## config.mk

```make
export PLATFORM = sky130hd
export DESIGN_NAME = position_pulse_qualifier
export DESIGN_NICKNAME = d
export VERILOG_FILES = /design/src/shared/position_pulse_pkg.sv /design/src/hw/pin_sync.sv /design/src/hw/position_pulse_qualifier.sv
export VERILOG_INCLUDE_DIRS = /design/src /design/src/shared
export SDC_FILE = /design/constraint.sdc
export NUM_CORES = 1
export LEC_CHECK = 0
export BUFFER_PORTS_ARGS = -buffer_cell sky130_fd_sc_hd__buf_2
export CORE_ASPECT_RATIO = 0.7
export CORE_UTILIZATION = 33
export DETAILED_ROUTE_END_ITERATION = 8
export PLACE_DENSITY = 0.64
export SLEW_MARGIN = 20
export SYNTH_ARGS = -nofsm -noshare
export SYNTH_HDL_FRONTEND = slang
export SYNTH_HIERARCHICAL = 1
export SYNTH_SLANG_ARGS = --single-unit
```

## constraint.sdc

```tcl
create_clock -name sys_clk -period 3.5 [get_ports sys_clk]
set_clock_uncertainty 0.2 [all_clocks]
set_input_delay 0.7 -clock sys_clk [delete_from_list [all_inputs] [get_ports sys_clk]]
set_output_delay 0.7 -clock sys_clk [all_outputs]
set_load 0.01 [all_outputs]
```

## src/shared/position_pulse_defs.svh

```systemverilog
// constants for the crossing pulse qualifier
`ifndef POSITION_PULSE_DEFS_SVH
`define POSITION_PULSE_DEFS_SVH
`define LEVEL_W          12
`define CODE_W           32
`define MEAS_W           16
`define ADDR_W           8
// register offsets (byte addresses)
`define REG_CTRL         8'h00
`define REG_POS_LEVEL    8'h04
`define REG_DEC_LEVEL    8'h08
`define REG_CENTER_LEVEL 8'h0C
`define REG_PULSE_LEN    8'h10
`define REG_STATUS       8'h14
`define REG_CODE         8'h18
`define REG_MEAS         8'h1C
`define REG_COUNT        8'h20
// field positions
`define CTRL_APPEND_BIT  0
`define CTRL_ENABLE_BIT  1
// reset values
`define CTRL_RESET       32'h0000_0002
`define POS_LEVEL_RESET  12'h800
`define DEC_LEVEL_RESET  12'h400
`define CENTER_RESET     12'h100
`define PULSE_LEN_RESET  16'h03E8
`endif

```

## src/shared/position_pulse_pkg.sv

```systemverilog
// types for the crossing pulse qualifier
package position_pulse_pkg;
   typedef enum logic [1:0] {
      ARMED   = 2'b00,
      PULSING = 2'b01,
      SPENT   = 2'b10
   } qual_state_e;
endpackage : position_pulse_pkg

```

## src/hw/pin_sync.sv

```systemverilog
// three-flop synchroniser with agreement filter for one pin
`timescale 1ns/1ps
module pin_sync (
   // clock and reset
   input  wire logic sys_clk,
   input  wire logic resetn,
   // pin and clean level
   input  wire logic pinIn,
   output logic      levelOut
);
   logic [2:0] syncR_r;
   logic [2:0] sync_nxt;
   logic       level_nxt;

   always_comb begin
      sync_nxt  = {syncR_r[1:0], pinIn};
      level_nxt = levelOut;
      // first flop only feeds the second; change counts when second and third agree
      if (syncR_r[1] == syncR_r[2]) begin
         level_nxt = syncR_r[2];
      end
   end

   always_ff @(posedge sys_clk or negedge resetn) begin
      if (!resetn) begin
         syncR_r  <= 3'h0;
         levelOut <= 1'b0;
      end else begin
         syncR_r  <= sync_nxt;
         levelOut <= level_nxt;
      end
   end
endmodule : pin_sync

```

## src/hw/position_pulse_qualifier.sv

```systemverilog
// crossing pulse qualifier with wishbone register file
// Operation
// - pulse only starts while reception level exceeds the positioning threshold
// - pulse only after an identifier was decoded without error
// - pulse only once the center voltage has dropped below its threshold
// - pulse output stays active for the configured length
// - after a pulse stay disarmed until level falls below decoding threshold
// - at most one pulse per transponder pass, even on reversal
// - when enabled, measured values are appended to each serial record
// - decoded identifier is made available to the serial output
`timescale 1ns/1ps
`include "position_pulse_defs.svh"
module position_pulse_qualifier
   import position_pulse_pkg::*;
#(
   parameter int LEN_W = 16
) (
   // clock and reset
   input  wire logic                 sys_clk,
   input  wire logic                 resetn,
   // front end measurements
   input  wire logic [`LEVEL_W-1:0]  rxLevel,
   input  wire logic [`LEVEL_W-1:0]  centerVolt,
   input  wire logic                 codeValid,
   input  wire logic                 codeError,
   input  wire logic [`CODE_W-1:0]   codeIn,
   input  wire logic [`MEAS_W-1:0]   supplyVolt,
   input  wire logic [`MEAS_W-1:0]   supplyCurr,
   // serial record output
   output logic                      recordValid,
   output logic [`CODE_W-1:0]        recordCode,
   output logic [2*`MEAS_W-1:0]      recordMeas,
   output logic                      recordHasMeas,
   // pulse pin
   input  wire logic                 pulseAckPin,
   output logic                      crossingPulse,
   // wishbone slave
   input  wire logic                 wb_cyc_i,
   input  wire logic                 wb_stb_i,
   input  wire logic                 wb_we_i,
   input  wire logic [`ADDR_W-1:0]   wb_adr_i,
   input  wire logic [31:0]          wb_dat_i,
   input  wire logic [3:0]           wb_sel_i,
   output logic [31:0]               wb_dat_o,
   output logic                      wb_ack_o,
   output logic                      wb_err_o
);
   if (LEN_W < 1 || LEN_W > 16) begin : gen_len_check
      $error("LEN_W must be 1..16");
   end

   qual_state_e              state_r, state_nxt;
   logic [LEN_W-1:0]         cnt_r, cnt_nxt;
   logic                     decoded_r, decoded_nxt;
   logic                     pulse_nxt;
   logic [31:0]              ctrl_r, ctrl_nxt;
   logic [`LEVEL_W-1:0]      posLvl_r, posLvl_nxt;
   logic [`LEVEL_W-1:0]      decLvl_r, decLvl_nxt;
   logic [`LEVEL_W-1:0]      ctrLvl_r, ctrLvl_nxt;
   logic [LEN_W-1:0]         len_r, len_nxt;
   logic [15:0]              count_r, count_nxt;
   logic [31:0]              rdat_nxt;
   logic                     ack_nxt, err_nxt;
   logic                     recV_nxt, recM_nxt;
   logic [`CODE_W-1:0]       recC_nxt;
   logic [2*`MEAS_W-1:0]     recMe_nxt;
   logic                     ackLevel;
   logic                     goodCode, qualified, wbReq, mapped;

   // pulse return pin is asynchronous, only read back for status
   pin_sync ackSync (
      .sys_clk  (sys_clk),
      .resetn   (resetn),
      .pinIn    (pulseAckPin),
      .levelOut (ackLevel)
   );

   assign goodCode  = codeValid && !codeError;
   assign qualified = (rxLevel > posLvl_r)
                      && (decoded_r || goodCode)
                      && (centerVolt < ctrLvl_r)
                      && ctrl_r[`CTRL_ENABLE_BIT];
   assign wbReq     = wb_cyc_i && wb_stb_i && !wb_ack_o && !wb_err_o;

   // pulse state machine
   always_comb begin
      state_nxt   = state_r;
      cnt_nxt     = cnt_r;
      decoded_nxt = decoded_r;
      pulse_nxt   = 1'b0;
      count_nxt   = count_r;
      if (goodCode) decoded_nxt = 1'b1;
      case (state_r)
         ARMED: begin
            if (qualified && len_r != '0) begin
               state_nxt = PULSING;
               cnt_nxt   = len_r - 1'b1;
               pulse_nxt = 1'b1;
               count_nxt = count_r + 16'h0001;
            end
         end
         PULSING: begin
            pulse_nxt = 1'b1;
            if (cnt_r == '0) begin
               state_nxt = SPENT;
               pulse_nxt = 1'b0;
            end else begin
               cnt_nxt = cnt_r - 1'b1;
            end
         end
         SPENT: begin
            // reversal over the center cannot rearm: only leaving the field does
            if (rxLevel < decLvl_r) begin
               state_nxt   = ARMED;
               decoded_nxt = goodCode;
            end
         end
         default: state_nxt = ARMED;
      endcase
      // leaving the field also drops a stale decode
      if (state_r == ARMED && rxLevel < decLvl_r && !goodCode) decoded_nxt = 1'b0;
   end

   always_ff @(posedge sys_clk or negedge resetn) begin
      if (!resetn) begin
         state_r       <= ARMED;
         cnt_r         <= '0;
         decoded_r     <= 1'b0;
         crossingPulse <= 1'b0;
         count_r       <= 16'h0000;
      end else begin
         state_r       <= state_nxt;
         cnt_r         <= cnt_nxt;
         decoded_r     <= decoded_nxt;
         crossingPulse <= pulse_nxt;
         count_r       <= count_nxt;
      end
   end

   // serial record: code tagged with optional measurements
   always_comb begin
      recV_nxt  = goodCode;
      recC_nxt  = goodCode ? codeIn : recordCode;
      recM_nxt  = goodCode ? ctrl_r[`CTRL_APPEND_BIT] : recordHasMeas;
      recMe_nxt = recordMeas;
      if (goodCode) begin
         recMe_nxt = ctrl_r[`CTRL_APPEND_BIT] ? {supplyVolt, supplyCurr} : '0;
      end
   end

   always_ff @(posedge sys_clk or negedge resetn) begin
      if (!resetn) begin
         recordValid   <= 1'b0;
         recordCode    <= '0;
         recordHasMeas <= 1'b0;
         recordMeas    <= '0;
      end else begin
         recordValid   <= recV_nxt;
         recordCode    <= recC_nxt;
         recordHasMeas <= recM_nxt;
         recordMeas    <= recMe_nxt;
      end
   end

   // register file, one registered ack per mapped request, err for unmapped
   always_comb begin
      ctrl_nxt   = ctrl_r;
      posLvl_nxt = posLvl_r;
      decLvl_nxt = decLvl_r;
      ctrLvl_nxt = ctrLvl_r;
      len_nxt    = len_r;
      rdat_nxt   = wb_dat_o;
      mapped     = 1'b1;
      case (wb_adr_i)
         `REG_CTRL, `REG_POS_LEVEL, `REG_DEC_LEVEL, `REG_CENTER_LEVEL,
         `REG_PULSE_LEN, `REG_STATUS, `REG_CODE, `REG_MEAS, `REG_COUNT: mapped = 1'b1;
         default: mapped = 1'b0;
      endcase
      ack_nxt = wbReq && mapped;
      err_nxt = wbReq && !mapped;
      if (wbReq && mapped && wb_we_i) begin
         case (wb_adr_i)
            `REG_CTRL: if (wb_sel_i[0]) ctrl_nxt = {30'h0, wb_dat_i[1:0]};
            `REG_POS_LEVEL: if (wb_sel_i[0]) posLvl_nxt = wb_dat_i[`LEVEL_W-1:0];
            `REG_DEC_LEVEL: if (wb_sel_i[0]) decLvl_nxt = wb_dat_i[`LEVEL_W-1:0];
            `REG_CENTER_LEVEL: if (wb_sel_i[0]) ctrLvl_nxt = wb_dat_i[`LEVEL_W-1:0];
            `REG_PULSE_LEN: if (wb_sel_i[0]) len_nxt = wb_dat_i[LEN_W-1:0];
            default: ;
         endcase
      end
      if (wbReq && mapped && !wb_we_i) begin
         case (wb_adr_i)
            `REG_CTRL:         rdat_nxt = ctrl_r;
            `REG_POS_LEVEL:    rdat_nxt = {20'h0, posLvl_r};
            `REG_DEC_LEVEL:    rdat_nxt = {20'h0, decLvl_r};
            `REG_CENTER_LEVEL: rdat_nxt = {20'h0, ctrLvl_r};
            `REG_PULSE_LEN:    rdat_nxt = 32'(len_r);
            `REG_STATUS:       rdat_nxt = {27'h0, ackLevel, decoded_r, crossingPulse, state_r};
            `REG_CODE:         rdat_nxt = recordCode;
            `REG_MEAS:         rdat_nxt = recordMeas;
            `REG_COUNT:        rdat_nxt = {16'h0, count_r};
            default:           rdat_nxt = 32'h0000_0000;
         endcase
      end else if (wbReq) begin
         rdat_nxt = 32'h0000_0000;
      end
   end

   always_ff @(posedge sys_clk or negedge resetn) begin
      if (!resetn) begin
         ctrl_r   <= `CTRL_RESET;
         posLvl_r <= `POS_LEVEL_RESET;
         decLvl_r <= `DEC_LEVEL_RESET;
         ctrLvl_r <= `CENTER_RESET;
         len_r    <= LEN_W'(`PULSE_LEN_RESET);
         wb_dat_o <= 32'h0000_0000;
         wb_ack_o <= 1'b0;
         wb_err_o <= 1'b0;
      end else begin
         ctrl_r   <= ctrl_nxt;
         posLvl_r <= posLvl_nxt;
         decLvl_r <= decLvl_nxt;
         ctrLvl_r <= ctrLvl_nxt;
         len_r    <= len_nxt;
         wb_dat_o <= rdat_nxt;
         wb_ack_o <= ack_nxt;
         wb_err_o <= err_nxt;
      end
   end

   // checks
   pulse_level_a: assert property (@(posedge sys_clk) disable iff (!resetn)
      (state_r == ARMED && state_nxt == PULSING) |-> rxLevel > posLvl_r)
      else $error("pulse started below positioning level");
   pulse_code_a: assert property (@(posedge sys_clk) disable iff (!resetn)
      $rose(crossingPulse) |-> $past(decoded_r || goodCode))
      else $error("pulse without clean decode");
   pulse_center_a: assert property (@(posedge sys_clk) disable iff (!resetn)
      $rose(crossingPulse) |-> $past(centerVolt) < $past(ctrLvl_r))
      else $error("pulse before center drop");
   pulse_len_a: assert property (@(posedge sys_clk) disable iff (!resetn)
      $rose(crossingPulse) && len_r == LEN_W'(5) |-> crossingPulse [*5] ##1 !crossingPulse)
      else $error("pulse length wrong");
   rearm_gate_a: assert property (@(posedge sys_clk) disable iff (!resetn)
      (state_r == SPENT && state_nxt == ARMED) |-> rxLevel < decLvl_r)
      else $error("rearmed above decoding level");
   one_pulse_a: assert property (@(posedge sys_clk) disable iff (!resetn)
      $fell(crossingPulse) |-> state_r == SPENT)
      else $error("pulse ended without disarm");
   meas_append_a: assert property (@(posedge sys_clk) disable iff (!resetn)
      recordValid && !recordHasMeas |-> recordMeas == '0)
      else $error("measurements leaked");
   code_out_a: assert property (@(posedge sys_clk) disable iff (!resetn)
      goodCode |=> recordValid && recordCode == $past(codeIn))
      else $error("decoded code not presented");
   reset_armed_a: assert property (@(posedge sys_clk)
      $rose(resetn) |-> state_r == ARMED && !crossingPulse)
      else $error("not armed after reset");
endmodule : position_pulse_qualifier

```

==> flow_summary.toml <==
[yosys]
netlist_instances = 1031
synth_top_area_share_pct = 46.79
synth_flop_cell = "dfrtp_1"
synth_cell_types = 62
yosys_warnings = 6
synth_nets = 1207
synth-async-reset-ratio_pct = 100.0
seq_area_frac_synth_pct = 49.46
synthesis.area_mm2 = 0.009841
yosysTopAreaCell = "dfrtp_1"
synth.ff_latch_count = 194
syn_avg_cell_area_um2 = 9.545
synth_edf_count = 0
synth_area_leaders = "dfrtp_1 (47%), nand2_1 (9.3%), mux2_2 (5.4%)"

[power_and_ir_drop]
powerDensity_mw_per_mm2 = 390.3
power_switching_uw = 1270
sequentialPowerShare_pct = 49.8
ir_drop_mv = 0.2998
intPower_uw = 3433
clkPwrFrac_pct = 41.9
leakage_uw = 0.006090
sw_frac_of_total_pct = 27.01
comb_power_share_pct = 8.3
total_power_uw = 4703

[cts]
cts.repair.resized = 0
postCtsSetupRepairBufs = 0
clockBufferDepth = 2
clock_sinks = 194
cts_tree = "built"
root_buffer = "clkbuf_16"
holdBufCountCts = 0
cts.clk_slew.worst_paths_ns = 0.08
numCtsBuffers = 17
clock_latency_ns = 0.43
h-tree-depth = 4

[route]
postRouteAntennaNets = 0
dr_total_vias = 8589
first_pass_iters = 6
drt_iter0_markers = 693
post_drt_wl_per_cell_um = 18.43
vias_per_cell = 5.256
drc = 0
wl_um = 30120

[worst_setup_path]
crit_path_max_fanout = 12
critPathKind = "register to register"
startpoint_type = "register"
critPathCaptureType = "register"
cp.required_ns = 3.60
rrSetupSlack_ns = 0.51
arrival_ns = 3.09

[timing]
fmax_ghz = 0.3345
slew_headroom_pct = 48.85
worst_slack_ns = 0.5101
rsz0062_at_grt = "false"
drv_slew = 0
min_period_ns = 2.990
fin_setup_tns_ns = 0
setup_viol_count_final = 0
tightest_slew_ns = 0.7673
timing_hold_violations_final = 0
period_share_pct = 85.43

[floorplan]
dieArea_mm2 = 0.03053
die_width_um = 208.4
core_area_mm2 = 0.02908
rows = 52
die_height_um = 146.5
ios = 241
start_util_pct = 33.84

[status]
status = "completed"

[grt]
antenna_found_initial = 3
overflow = 0
track_usage_pct = 19.85
grt_pass1_wl_um = 47700
grt_max_degree = 75
grt_pass1_vias = 8415

[layout]
layout_commonest_cell = "nand2_1"
syn_to_final_growth_pct = 22.45
final_cell_mix = "nand2_1 (244), buf_2 (220), dfrtp_1 (184)"
drive_above_1_share_pct = 28.76
final_util_pct = 41.43
nNetsFinal = 1418
layout.cells.non_filler = 1634

[placement]
place_inst = 1601
pre_cts_ws_ns = 0.2896
port_buffers = 221
dpl.hpwl_um = 22100
place.gp.congestion = 0.8428

[run]
maxCapViolations = 0

[worst_hold_path]
hold_path_class = "primary input to asynchronous set/reset pin"
[power groups by stage]
| stage | sequential [uW] | combinational [uW] | clock [uW] |
|---|---|---|---|
| after global routing | 2350 | 435 | 2100 |
| final | 2340 | 388 | 1970 |
| after floorplan | 2400 | 134 | 0 |
| after global placement | 2390 | 385 | 0 |
| after CTS | 2340 | 394 | 2000 |
| after detailed placement | 2390 | 392 | 0 |
[path summary, 6_finish.rpt]
| path | from | to | cells after the start |
|---|---|---|---|
| setup reg to reg | state_r[0] | cnt_r[12] | 9 |
| setup / recovery | state_r[0] | cnt_r[12] | 9 |
| min in group sys_clk | ackSync/syncR_r[0] | ackSync/syncR_r[1] | 0 |
| max in group asynchronous | resetn | ctrl_r[1] | 2 |
| hold / removal | resetn | wb_dat_o[14] | 1 |
| hold reg to reg | ackSync/syncR_r[0] | ackSync/syncR_r[1] | 0 |
[flip-flops by register name, summed over array words and instances (netlist names), 2 cells and up]
| signal | count |
|---|---|
| ackSync/syncR_r | 3 |
| cnt_r | 16 |
| count_r | 16 |
| ctrLvl_r | 12 |
| ctrl_r | 2 |
| decLvl_r | 12 |
| len_r | 16 |
| posLvl_r | 12 |
| recordCode | 32 |
| recordMeas | 32 |
| state_r | 2 |
| wb_dat_o | 32 |
[per-stage QoR]
step / cell area [um2] / hold WS (ns)
6_report: 12050 / 0.1128
5_1_grt: 12050 / 0.1349
4_1_cts: 12050 / 0.1188
3_5_place_dp: 11460 / 0.1534
3_3_place_gp: 11460 / 0.1316
2_1_floorplan: 9841 / 0.1312
[area by class of cell]
type | count | area (um2)
clock buffers | 19 | 452.9
well taps | 378 | 473.0
fillers | 2843 | 17030
repair buffers | 252 | 1398
clock inverters | 13 | 136.4
inverters | 44 | 165.2
diodes | 1 | 2.502
multi-input cells | 733 | 4556
flip-flops and latches | 194 | 4867
[cells in the mapped netlist, types with 3 or more instances]
library cell / instances
a22oi_1: 27
o22ai_1: 5
a211oi_1: 4
nand2b_1: 7
ha_1: 36
mux4_2: 4
mux2_2: 47
and3_1: 7
inv_1: 43
xnor2_1: 9
nand2_1: 244
nor3_1: 25
clkbuf_1: 40
nor2b_1: 5
dfrtp_1: 184
o31ai_1: 4
xor2_1: 10
buf_4: 4
nand3_1: 55
a31oi_1: 5
nand4_1: 8
mux2i_1: 14
buf_2: 8
buf_1: 6
o211ai_1: 7
a21o_1: 12
a21oi_1: 36
nor3b_1: 5
a222oi_1: 11
a311oi_1: 7
dfstp_2: 10
nor4_1: 8
a21boi_0: 5
a221oi_1: 5
nor2_1: 34
o21ai_0: 55
and4_1: 3
[per-layer routing]
layer / GRT usage [%] / part of all wire [%] / up-vias
li1: - / - / 4044
met1: 28.05 / 46 / 4248
met2: 31.29 / 47 / 265
met3: 4.216 / 5.9 / 28
met4: 4.037 / 1.2 / 4
met5: 0 / 0.066 / -
[worst max-delay path, cell delays in order (launching register included)]
cell      delay (ns)
dfrtp_1         0.50
nor2b_2         0.28
buf_4           0.23
mux2i_1         0.21
ha_1            0.29
nand3_1         0.24
a21oi_2         0.33
o21ai_0         0.20
a311oi_1        0.30
a311oi_1        0.07
[kinds of logic after synthesis]
logic type	after synthesis	share of synthesized area [%]
AO/OA/AOI/OAI	194	13.02
buffers and inverters	104	4.374
flip-flops	194	49.46
multiplexers	66	7.870
XOR/XNOR	19	1.691
adder cells (fa/ha/maj)	37	4.692
AND/OR/NAND/NOR	417	18.89
Power figures use the tool's default switching activity.
